### src/ssp_pkg.sv
package ssp_pkg;

    // ------------------------------------------------------------
    // Timing
    // ------------------------------------------------------------
    localparam int unsigned CLK_PERIOD_NS = 100;
    localparam int unsigned SEP_TICK_NS   = 200;
    localparam int unsigned SEP_TICK_CYC  =
        (SEP_TICK_NS + CLK_PERIOD_NS - 1) / CLK_PERIOD_NS;

    // ------------------------------------------------------------
    // Separator counter
    // ------------------------------------------------------------
    localparam int unsigned SEP_CNT_W   = 8;
    localparam logic [7:0]  SEP_CNT_MAX = 8'hFF;
    localparam logic [7:0]  SEP_CNT_RST = 8'h00;

    // ------------------------------------------------------------
    // Serial register offsets and control bit positions
    // ------------------------------------------------------------
    localparam logic [7:0]  REG_SEP_THR   = 8'h0F;
    localparam logic [7:0]  REG_IF_SEL    = 8'h11;
    localparam logic [7:0]  REG_MUX_CTRL  = 8'h12;
    localparam int unsigned MUX12_SEL_BIT = 4;
    localparam int unsigned MUX3_SEL_BIT  = 1;
    localparam int unsigned MUX4_SEL_BIT  = 2;
    localparam int unsigned IF_SEL_BIT    = 3;

    // ------------------------------------------------------------
    // Types
    // ------------------------------------------------------------
    typedef struct packed {
        logic hs;
        logic vs;
        logic de;
    } ssp_sync_t;

    typedef enum logic {
        SEP_SEEK,
        SEP_HELD
    } ssp_sep_state_t;

endpackage : ssp_pkg

### src/ssp_sync_select.sv
`timescale 1ns/1ns

// Overview of operation
// [RULE1] Mux bit 4 picks hsync or green sync, mux bit 1 coast or vsync.
// [RULE2] Mux bit 2 picks raw vsync or the separator output for mux four.
// [RULE3] Interface bit 3 picks digital (0) or analog (1) sync for muxes 5-7.
// [RULE4] The separator is an 8-bit counter on a 5 MHz tick, 200 ns a count.
// [RULE5] Composite polarity is resolved before the counter, so both work.
// [RULE6] While hunting, the count climbs in a pulse and decays to zero after.
// [RULE7] Vsync is declared present once the count rises above the threshold.
// [RULE8] On detection the count clears, then rises only while sync is absent.
// [RULE9] Vsync ends when the absence count reaches the same threshold.
// [RULE10] After the end the counter clears and hunting starts again.
// [RULE11] The counter saturates at 255 instead of wrapping.
module ssp_sync_select #(
    parameter int unsigned TICK_CYC = ssp_pkg::SEP_TICK_CYC
) (
    // Clock and reset
    input  wire logic              clk_i,
    input  wire logic              rstn_i,
    // Control bytes and the composite polarity bit from the serial register bank
    input  wire logic [7:0]        mux_ctrl_i,
    input  wire logic [7:0]        if_sel_i,
    input  wire logic [7:0]        sep_thr_i,
    input  wire logic              csync_inv_i,
    // Analog-side sync pins
    input  wire logic              hsync_i,
    input  wire logic              green_embedded_sync_i,
    input  wire logic              vsync_i,
    input  wire logic              coast_i,
    input  wire logic              ana_de_i,
    // Digital receiver sync
    input  wire ssp_pkg::ssp_sync_t dig_sync_i,
    // Outputs
    output logic                   pll_ref_o,
    output logic                   pll_coast_o,
    output logic                   sep_vsync_o,
    output ssp_pkg::ssp_sync_t     sync_o,
    output logic [7:0]             sep_cnt_o
);

    // ------------------------------------------------------------
    // Parameter checks
    // ------------------------------------------------------------
    if (TICK_CYC < 1 || TICK_CYC > 256)
    begin : g_bad_tick
        $error("TICK_CYC must lie in 1..256");
    end

    // ------------------------------------------------------------
    // Input synchronisers
    // ------------------------------------------------------------
    logic [7:0] async_w;
    logic [7:0] meta_q;
    logic [7:0] pin_q;

    assign async_w = {hsync_i, green_embedded_sync_i, vsync_i,
                      coast_i, ana_de_i, dig_sync_i};

    always_ff @(posedge clk_i or negedge rstn_i)
    begin
        if (!rstn_i)
        begin
            meta_q <= 8'h00;
            pin_q  <= 8'h00;
        end
        else
        begin
            meta_q <= async_w;
            pin_q  <= meta_q;
        end
    end

    logic               hs_s;
    logic               sog_s;
    logic               vs_s;
    logic               coast_s;
    logic               ade_s;
    ssp_pkg::ssp_sync_t dig_s;

    assign hs_s    = pin_q[7];
    assign sog_s   = pin_q[6];
    assign vs_s    = pin_q[5];
    assign coast_s = pin_q[4];
    assign ade_s   = pin_q[3];
    assign dig_s   = pin_q[2:0];

    // ------------------------------------------------------------
    // Select muxes
    // ------------------------------------------------------------
    logic sel12;
    logic sel3;
    logic sel4;
    logic sel_ana;
    logic mux12_w;
    logic mux3_w;
    logic mux4_w;
    logic sep_vs_q;
    logic csync_w;

    assign sel12   = mux_ctrl_i[ssp_pkg::MUX12_SEL_BIT];
    assign sel3    = mux_ctrl_i[ssp_pkg::MUX3_SEL_BIT];
    assign sel4    = mux_ctrl_i[ssp_pkg::MUX4_SEL_BIT];
    assign sel_ana = if_sel_i[ssp_pkg::IF_SEL_BIT];

    assign mux12_w = sel12 ? sog_s : hs_s;      // see [RULE1]
    assign mux3_w  = sel3 ? vs_s : coast_s;     // see [RULE1]
    assign mux4_w  = sel4 ? sep_vs_q : vs_s;    // see [RULE2]

    // Polarity is fixed upstream; the counter only ever sees active high
    assign csync_w = mux12_w ^ csync_inv_i;     // see [RULE5]

    always_ff @(posedge clk_i or negedge rstn_i)
    begin
        if (!rstn_i)
        begin
            pll_ref_o   <= 1'b0;
            pll_coast_o <= 1'b0;
            sync_o      <= '0;
        end
        else
        begin
            pll_ref_o   <= mux12_w;
            pll_coast_o <= mux3_w;
            if (sel_ana)                         // see [RULE3]
            begin
                sync_o <= '{hs: mux12_w, vs: mux4_w, de: ade_s};
            end
            else
            begin
                sync_o <= dig_s;
            end
        end
    end

    // ------------------------------------------------------------
    // 5 MHz tick
    // ------------------------------------------------------------
    localparam logic [7:0] TICK_LAST = 8'(TICK_CYC - 1);

    logic [7:0] div_q;
    logic       tick_q;

    always_ff @(posedge clk_i or negedge rstn_i)
    begin
        if (!rstn_i)
        begin
            div_q  <= 8'h00;
            tick_q <= 1'b0;
        end
        else if (div_q == TICK_LAST)             // see [RULE4]
        begin
            div_q  <= 8'h00;
            tick_q <= 1'b1;
        end
        else
        begin
            div_q  <= div_q + 8'h01;
            tick_q <= 1'b0;
        end
    end

    // ------------------------------------------------------------
    // Vertical sync separator
    // ------------------------------------------------------------
    ssp_pkg::ssp_sep_state_t st_q;
    ssp_pkg::ssp_sep_state_t st_d;
    logic [7:0]              cnt_q;
    logic [7:0]              cnt_d;
    logic                    at_max;

    assign at_max = (cnt_q == ssp_pkg::SEP_CNT_MAX);

    always_comb
    begin
        st_d  = st_q;
        cnt_d = cnt_q;
        case (st_q)
            ssp_pkg::SEP_SEEK:
            begin
                if (cnt_q > sep_thr_i)           // see [RULE7]
                begin
                    st_d  = ssp_pkg::SEP_HELD;
                    cnt_d = ssp_pkg::SEP_CNT_RST; // see [RULE8]
                end
                else if (tick_q && csync_w && !at_max)
                begin
                    cnt_d = cnt_q + 8'h01;       // see [RULE6] [RULE11]
                end
                else if (tick_q && !csync_w && cnt_q != 8'h00)
                begin
                    cnt_d = cnt_q - 8'h01;       // see [RULE6]
                end
            end
            ssp_pkg::SEP_HELD:
            begin
                if (cnt_q >= sep_thr_i)          // see [RULE9]
                begin
                    st_d  = ssp_pkg::SEP_SEEK;
                    cnt_d = ssp_pkg::SEP_CNT_RST; // see [RULE10]
                end
                else if (tick_q && !csync_w && !at_max)
                begin
                    cnt_d = cnt_q + 8'h01;       // see [RULE8] [RULE11]
                end
            end
            default:
            begin
                st_d  = ssp_pkg::SEP_SEEK;
                cnt_d = ssp_pkg::SEP_CNT_RST;
            end
        endcase
    end

    always_ff @(posedge clk_i or negedge rstn_i)
    begin
        if (!rstn_i)
        begin
            st_q     <= ssp_pkg::SEP_SEEK;
            cnt_q    <= ssp_pkg::SEP_CNT_RST;
            sep_vs_q <= 1'b0;
        end
        else
        begin
            st_q     <= st_d;
            cnt_q    <= cnt_d;
            sep_vs_q <= (st_d == ssp_pkg::SEP_HELD);
        end
    end

    assign sep_vsync_o = sep_vs_q;
    assign sep_cnt_o   = cnt_q;

    // ------------------------------------------------------------
    // Assertions
    // ------------------------------------------------------------
    a_mux_hs_select: assert property ( // see [RULE1]
        @(posedge clk_i) disable iff (!rstn_i)
        $stable(sel12) |=>
            pll_ref_o == ($past(sel12) ? $past(sog_s) : $past(hs_s))
    ) else $error("hsync mux output does not follow its select");

    a_mux_coast_select: assert property ( // see [RULE1]
        @(posedge clk_i) disable iff (!rstn_i)
        $stable(sel3) |=>
            pll_coast_o == ($past(sel3) ? $past(vs_s) : $past(coast_s))
    ) else $error("coast mux output does not follow its select");

    a_mux_vs_select: assert property ( // see [RULE2]
        @(posedge clk_i) disable iff (!rstn_i)
        (sel_ana && sel4) ##1 (sel_ana && sel4) |->
            sync_o.vs == $past(sep_vs_q)
    ) else $error("vsync mux does not pass the separator output");

    a_mux_vs_raw: assert property ( // see [RULE2]
        @(posedge clk_i) disable iff (!rstn_i)
        (sel_ana && !sel4) |=> sync_o.vs == $past(vs_s)
    ) else $error("vsync mux does not pass the raw vsync input");

    a_if_select_digital: assert property ( // see [RULE3]
        @(posedge clk_i) disable iff (!rstn_i)
        !sel_ana |=> sync_o == $past(dig_s)
    ) else $error("digital sync not forwarded while digital selected");

    a_tick_spacing: assert property ( // see [RULE4]
        @(posedge clk_i) disable iff (!rstn_i)
        tick_q |=> !tick_q ##1 tick_q
    ) else $error("separator tick is not one pulse every 200 ns");

    a_seek_count_up: assert property ( // see [RULE6]
        @(posedge clk_i) disable iff (!rstn_i)
        (st_q == ssp_pkg::SEP_SEEK && cnt_q <= sep_thr_i && tick_q &&
         csync_w && !at_max) |=> cnt_q == $past(cnt_q) + 8'h01
    ) else $error("counter did not climb during a sync pulse");

    a_seek_decay: assert property ( // see [RULE6]
        @(posedge clk_i) disable iff (!rstn_i)
        (st_q == ssp_pkg::SEP_SEEK && cnt_q <= sep_thr_i && tick_q &&
         !csync_w && cnt_q != 8'h00) |=> cnt_q == $past(cnt_q) - 8'h01
    ) else $error("counter did not fall after the sync pulse");

    a_detect_clear: assert property ( // see [RULE7]
        @(posedge clk_i) disable iff (!rstn_i)
        (st_q == ssp_pkg::SEP_SEEK && cnt_q > sep_thr_i) |=>
            st_q == ssp_pkg::SEP_HELD && cnt_q == 8'h00 && sep_vsync_o
    ) else $error("vsync not declared with a cleared counter");

    a_held_pause: assert property ( // see [RULE8]
        @(posedge clk_i) disable iff (!rstn_i)
        (st_q == ssp_pkg::SEP_HELD && cnt_q < sep_thr_i && csync_w) |=>
            cnt_q == $past(cnt_q)
    ) else $error("counter moved while the pulse is present");

    a_end_clear: assert property ( // see [RULE9]
        @(posedge clk_i) disable iff (!rstn_i)
        (st_q == ssp_pkg::SEP_HELD && cnt_q >= sep_thr_i) |=>
            st_q == ssp_pkg::SEP_SEEK && cnt_q == 8'h00 && !sep_vsync_o
    ) else $error("vsync end not declared or counter not cleared");

    a_cnt_saturate: assert property ( // see [RULE11]
        @(posedge clk_i) disable iff (!rstn_i)
        (st_q == ssp_pkg::SEP_SEEK && at_max && csync_w &&
         sep_thr_i == 8'hFF) |=> at_max
    ) else $error("separator counter wrapped past its maximum");

endmodule : ssp_sync_select

### config.mk
export PLATFORM = sky130hd
export DESIGN_NAME = ssp_sync_select
export DESIGN_NICKNAME = d
export VERILOG_FILES = /design/src/ssp_pkg.sv /design/src/ssp_sync_select.sv
export SDC_FILE = /design/constraint.sdc
export NUM_CORES = 1
export LEC_CHECK = 0
export ABC_AREA = 0
export BUFFER_PORTS_ARGS = -buffer_cell sky130_fd_sc_hd__buf_4
export CAP_MARGIN = 20
export CELL_PAD_IN_SITES_DETAIL_PLACEMENT = 2
export CELL_PAD_IN_SITES_GLOBAL_PLACEMENT = 2
export CORE_ASPECT_RATIO = 2
export CORE_UTILIZATION = 36
export CTS_CLUSTER_SIZE = 25
export DETAILED_ROUTE_END_ITERATION = 8
export PLACE_DENSITY_LB_ADDON = 0.1
export REMOVE_ABC_BUFFERS = 1
export SETUP_SLACK_MARGIN = 0.2
export SLEW_MARGIN = 20
export SYNTH_ARGS = -nofsm -noshare
export SYNTH_HDL_FRONTEND = slang
export SYNTH_SLANG_ARGS = --single-unit
### constraint.sdc
create_clock -name clk_i -period 5.7 [get_ports clk_i]
set_clock_uncertainty 0.15 [all_clocks]
set_input_delay 0 -clock clk_i [delete_from_list [all_inputs] [get_ports clk_i]]
set_output_delay 0 -clock clk_i [all_outputs]
set_load 0.1 [all_outputs]
==> results by group, run 1 <==
Timing
  – Final min period: 3070 ps
  – Hold Slack: 40.8 ps
  – Worst-Margin Slew: 749 ps
  – Setup tns final: 0 ps
  – Max_slew headroom: 0.496
  – Final Setup Violations: 0
  – Worst setup margin: 2630 ps
  – Unrepaired setup endpoints after global routing: false
  – Final Hold Vio Count: 0
  – Tcrit/Tclk final: 0.538
  – Max Freq: 326 MHz
  – Max Slew Vio Count: 0

Power
  – PwrDens: 499 nW/um2
  – LEAKAGE: 1.19 nW
  – Total Power: 1.30 mW
  – VDD IR max: 0.000382 V

Synthesis
  – Synth warn: 0
  – Seq/Total Area, Yosys: 0.476
  – Post-synth EDFFs: 0
  – Async set-reset flop share out of synthesis: 1.00
  – Top post-synthesis cells by area: dfrtp_1 (48%), ha_1 (7.9%), xnor2_1 (6.8%)
  – Post-synth top area cell: dfrtp_1
  – Cell variety after synth: 46
  – Ys flop type: dfrtp_1
  – Gate Count Post-Synth: 193
  – Mapped cell area: 2050 um2
  – Share of the synthesized area in the top cell type: 0.476
  – Flops & latches, synth: 39
  – Post-Syn Area per Cell: 10.6 um2

Layout
  – Diode count: 0
  – Post-Layout Inst Area: 2610 um2
  – Layout cells sized above 1: 0.215
  – Area Overhead vs Synth: 27.3%
  – Final nets: 293
  – Layout fillers: 559
  – Non-Filler Instances: 306
  – Final Core Density: 0.478

Routing
  – Final ANT Viol Nets: 0
  – Number of vias in the routed layout: 1727
  – Total Wirelength: 6070 um
  – Residual DRC: 0
  – DR iter-0 viols: 12
  – Via/cell ratio: 5.64
  – Per-cell routed wire length: 19.8 um
  – DR pass1 iterations: 4

Floorplanning
  – Row count: 38
  – Initial Util: 0.375
  – Num ports: 49
  – Die width: 55.4 um
  – Die area: 6020 um2
  – Vert. Die Dim: 109 um
  – Core footprint: 5470 um2

Placement
  – DP Wirelength: 4600 um
  – I/O Buffers: 36
  – Post-Place Cells: 285
  – Placed instance area: 2370 um2
  – GP Congestion: 0.937
  – Setup WS pre-CTS: 2660 ps

GRT
  – Vias in the first global route: 2076
  – First-pass GRT wire length: 10300 um
  – Antenna violations before repair: 0
  – Total GRT Usage: 0.226
  – Largest net degree at the start of global routing: 40
  – Grt total ovfl: 0

Clock tree
  – H-tree depth: 2
  – Worst-skew pair later-pin latency: 300 ps
  – Clock Path Buffers: 2
  – Post-CTS Setup Inserts: 0
  – Clock buffer count from CTS: 5
  – Hold Buf Count CTS: 13
  – Clock sink count: 39
  – Cts repair resizes: 0
  – Worst-path clk slew: 90 ps
  – CTS tree: done
  – Root buffer cell: clkbuf_8

Worst setup path
  – Startpoint Class: flop
  – Worst Path Arrival: 3110 ps
  – Crit. End Element: flop
  – FF-to-FF Start: sep_cnt_o[4]
  – WS Path Type: reg -> reg
  – Critical Path Fanout Max: 10
  – CP Launch Point: sep_cnt_o[4]
  – CP Data Required Time: 5740 ps

Run status
  – Status: finished, final reports clean

Job
  – Max cap viols: 0

Hold path
  – Worst hold path type: in -> async
-- final cells by class --
cell class	count	area [um2]	share of cell area
multi-input combinational	134	988	0.378
sequential	39	976	0.374
tap	60	75.1	0.0287
clock buffer	5	68.8	0.0263
timing repair buffer	49	400	0.153
clock inverter	3	43.8	0.0168
inverter	16	60.1	0.0230
-- Yosys cell counts (2+ instances only) --
cell type	n
o21ai_0	4
mux2_2	2
nor2b_1	2
a21oi_1	8
nor4_1	5
a21o_1	2
o211ai_1	3
nand4_1	7
a211oi_1	2
nor3_1	2
or2_2	2
and3_1	5
nand3_1	14
ha_1	13
nand2_1	5
dfrtp_1	39
mux2i_1	5
inv_1	16
xnor2_1	16
o21a_1	2
nor2_1	14
-- sequential cells by signal, indices dropped and copies added, names as in the netlist --
name         cells
div_q            8
meta_q           8
pin_q            8
sep_cnt_o        8
sync_o           3
pll_coast_o      1
pll_ref_o        1
st_q             1
tick_q           1
-- worst paths after layout --
path / endpoint / slack (ps) / depth (start not counted)
worst min-delay path: sep_cnt_o[3] / 40 / 2
worst max-delay path: sep_cnt_o[2] / 2630 / 7
min in group clk_i: sep_cnt_o[4] / 100 / 5
max in group asynchronous: meta_q[5] / 5010 / 2
worst min register to register: pin_q[3] / 180 / 0
worst max register to register: sep_cnt_o[2] / 2630 / 7
-- placed cells by master, fill, tap and decap left out, drive strengths merged, types with 5 or more instances in the layout --
cell type    netlist  final
nand3             14     14
nand4              7      7
inv               16     16
dfrtp             39     39
xnor2             17     17
mux2i              6      6
nand2              5      5
and3               5      5
buf                3     36
clkbuf             1      5
nor2              14     14
o21ai              5      5
a21oi              8      8
nor4               6      6
dlygate4sd3        0     13
ha                13     13
-- layer usage --
metal,track usage,share of wire,vias to the layer above
li1,-,-,792
met1,0.208,0.33,868
met2,0.452,0.59,46
met3,0.0380,0.027,21
met4,0.130,0.052,0
met5,0,0,-
-- where the power goes --
| group | switching [mW] | total (mW) | internal (mW) |
|---|---|---|---|
| Sequential | 0.0753 | 0.389 | 0.313 |
| Combinational | 0.464 | 0.680 | 0.216 |
| Clock | 0.105 | 0.235 | 0.130 |
-- worst max-delay path: stages, from the launching register on --
cell and delay [ps]:
dfrtp_1 550, ha_1 360, nand4_1 150, o21ai_0 510, nor2_1 150, nand3_1 270
o21a_1 480, mux2_4 340
-- cell families after synthesis --
family,count (synthesis),share of synthesized area
adders and majority gates,13,0.0793
buffers and inverters,20,0.0427
and+or+nand+nor,61,0.159
xor gates and xnor gates,18,0.0805
AOI/OAI and AO/OA,33,0.110
DFF,39,0.476
muxes,9,0.0537
Note: power is estimated with default switching activity, not from simulation.
==> run 2, diff against run 1 <==
Settings changed: ABC_AREA 0 to 1, CORE_UTILIZATION 36 to 28.
Clock period 5.7 ns to 2.7 ns, I/O delays scaled along.
==> results by group, run 2 <==
Layout
  – Most frequent cells in the layout: nand2_1 (84), buf_4 (42), dfrtp_1 (39)
  – Commonest non-fill, non-tap cell in the layout: nand2_1
  – Area Overhead vs Synth: 31.0%
  – Layout fillers: 928 (+66%)
  – Post-Layout Inst Area: 2980 um2 (+14%)
  – Final nets: 381 (+30%)
  – Diode count: 0 (unchanged)
  – Layout cells sized above 1: 0.246 (+0.0301)

Routing
  – Total Wirelength: 6960 um (+15%)
  – Number of vias in the routed layout: 2043 (+18%)
  – Via/cell ratio: 4.75 (-16%)
  – DR pass1 iterations: 3 (-1)
  – DR iter-0 viols: 42 (+30)
  – Residual DRC: 0 (unchanged)
  – Per-cell routed wire length: 16.2 um (-18%)
  – Final ANT Viol Nets: 0 (unchanged)

Worst setup path
  – Critical Path Fanout Max: 8 (-2)
  – Flop-to-flop setup slack: 450 ps (-2180 ps)
  – CP Data Required Time: 2780 ps (-2960 ps)
  – Startpoint Class: flop
  – Crit. End Element: flop
  – Worst Path Arrival: 2330 ps (-780 ps)
  – WS Path Type: reg -> reg

Placement
  – DP Wirelength: 5410 um (+17%)
  – GP Congestion: 0.772 (-18%)
  – I/O Buffers: 36 (unchanged)
  – Placed instance area: 2680 um2 (+13%)

Timing
  – Final Setup Violations: 0 (unchanged)
  – Final min period: 2250 ps (-816 ps)
  – Max Freq: 444 MHz (+36%)
  – Max Slew Vio Count: 0 (unchanged)
  – Unrepaired setup endpoints after global routing: false
  – Worst-Margin Slew: 519 ps (-229 ps)
  – Tcrit/Tclk final: 0.835 (+0.296)
  – Max_slew headroom: 0.654 (+0.158)
  – Final Hold Vio Count: 0 (unchanged)
  – Setup tns final: 0 ps (unchanged)

Synthesis
  – Synth warn: 0 (unchanged)
  – Post-Syn Area per Cell: 8.27 um2 (-22%)
  – Post-synth top area cell: dfrtp_1
  – Mapped cell area: 2270 um2 (+11%)
  – Top cells by count, synth: nand2_1 (84), dfrtp_1 (39), inv_1 (30)
  – Top-count cell post-synth: nand2_1
  – Cell variety after synth: 32 (-30%)
  – Seq/Total Area, Yosys: 0.429 (-0.0466)
  – Async set-reset flop share out of synthesis: 1.00 (unchanged)
  – Share of the synthesized area in the top cell type: 0.429 (-0.0466)
  – Post-synth EDFFs: 0 (unchanged)
  – Gate Count Post-Synth: 275 (+42%)
  – Flops & latches, synth: 39 (unchanged)
  – Top post-synthesis cells by area: dfrtp_1 (43%), nand2_1 (14%), ha_1 (7.2%)
  – Ys flop type: dfrtp_1

Hold path
  – Worst hold path type: in -> async

Floorplanning
  – Initial Util: 0.288 (-0.0868)
  – Num ports: 49 (unchanged)
  – Row count: 46 (+21%)
  – Vert. Die Dim: 129 um (+19%)
  – Core footprint: 7890 um2 (+44%)
  – Die width: 65.7 um (+19%)
  – Die area: 8510 um2 (+41%)

Power
  – LEAKAGE: 1.57 nW (+32%)
  – VDD IR max: 0.000435 V (+14%)
  – Total Power: 3.11 mW (+140%)
  – Combinational Power Share: 0.534 (+0.012)
  – PwrDens: 1050 nW/um2 (+110%)
  – Sw Ratio: 0.491 (-0.00349)
  – Net switching power: 1.53 mW (+140%)
  – Clock share of power: 0.224 (+0.043)
  – Int Power: 1.59 mW (+140%)
  – Register share of total power: 0.242 (-0.056)

Clock tree
  – Clock sink count: 39 (unchanged)
  – Worst-path clk slew: 60 ps (-30 ps)
  – Post-CTS Setup Inserts: 0 (unchanged)
  – H-tree depth: 2 (unchanged)
  – Clock Path Buffers: 2 (unchanged)
  – CTS tree: done
  – Worst-skew pair later-pin latency: 290 ps (about the same)
  – Root buffer cell: clkbuf_16
  – Clock buffer count from CTS: 5 (unchanged)

GRT
  – First-pass GRT wire length: 11400 um (+11%)
  – Antenna violations before repair: 0 (unchanged)
  – Total GRT Usage: 0.185 (-0.0417)
  – Vias in the first global route: 2351 (+13%)
  – Largest net degree at the start of global routing: 40 (unchanged)
  – Grt total ovfl: 0 (unchanged)

Run status
  – Status: finished, final reports clean

Job
  – Max cap viols: 0 (unchanged)
[run 2: cell count changes after synthesis, sizes merged, moves of 4 or more]
cell / before / now
nand2: 5 / 94
inv: 16 / 35
xnor2: 17 / 0
nor2: 14 / 28
xor2: 1 / 10
mux2i: 6 / 0
nand3: 14 / 20
a21oi: 8 / 3
nor4: 6 / 1
and3: 5 / 1
[run 2: final timing paths]
| path | startpoint | endpoint | depth (start not counted) |
|---|---|---|---|
| worst max-delay path | sep_cnt_o[1] | sep_cnt_o[0] | 13 |
| worst min-delay path | rstn_i | sep_cnt_o[6] | 2 |
| worst max register to register | sep_cnt_o[1] | sep_cnt_o[0] | 13 |
| worst min register to register | meta_q[0] | pin_q[0] | 0 |
| max in group asynchronous | rstn_i | pin_q[6] | 2 |
| min in group clk_i | meta_q[0] | pin_q[0] | 0 |
[run 2: per-stage QoR]
stage                     worst slack (ps)   util  instances  hold slack (ps)
final                                  447  0.378        430             71.7
after detailed placement               394  0.339        409             -142
after CTS                              363  0.378        430              116
after global routing                   239  0.378        430              129
after global placement                 443  0.339        409             -151
after floorplan                        113      -        271             -446
[run 2: layout make-up]
cell class	count	area [um2]	share of cell area
multi-input cells	197	1130	0.380
flip-flops and latches	39	976	0.327
clock inverters	2	35.0	0.0118
inverters	35	134	0.0449
well taps	96	120	0.0403
clock buffers	6	139	0.0466
repair buffers	55	445	0.149
[run 2: routing by layer]
| metal | GRT usage | share of wire | vias up |
|---|---|---|---|
| met5 | 0 | 0 | - |
| met4 | 0.102 | 0.040 | 0 |
| met3 | 0.0185 | 0.017 | 15 |
| met2 | 0.377 | 0.61 | 36 |
| met1 | 0.164 | 0.33 | 1011 |
| li1 | - | - | 981 |
[run 2: power groups by stage]
stage | clock [mW] | combinational [mW] | sequential, mW
after floorplan | 0 | 0.706 | 1.20
after global placement | 0 | 1.63 | 0.766
after detailed placement | 0 | 1.67 | 0.767
after CTS | 0.722 | 1.70 | 0.758
after global routing | 0.740 | 1.81 | 0.767
final | 0.699 | 1.66 | 0.753
[run 2: logic make-up (layout without fill, tap and decap cells)]
| logic type | count (synthesis) | in the layout | synth area share |
|---|---|---|---|
| compound gates | 13 | 13 | 0.0314 |
| xor+xnor | 10 | 10 | 0.0385 |
| fa+ha+maj | 13 | 13 | 0.0715 |
| buf+inv | 39 | 98 | 0.0737 |
| flops | 39 | 39 | 0.429 |
| mux | 2 | 2 | 0.00990 |
| simple gates | 159 | 159 | 0.346 |
[run 2: timing repair]
action,4_1_cts,5_1_grt
resized for setup,0,1
hold buffers,13,0
endpoints found under the hold margin,52,0
setup endpoints to repair,0,1
[run 2: worst max-delay path: stages (launching register included)]
cell and delay, ps:
dfrtp_1 470, ha_1 340, nand2_1 60, nand2_1 60
nand2_1 50, nand2_1 50, nand2_1 70, nand2_2 100
nand2_1 170, nand2_1 170, nor2_2 60, nor2_4 260
nand2_1 100, nand2_1 80
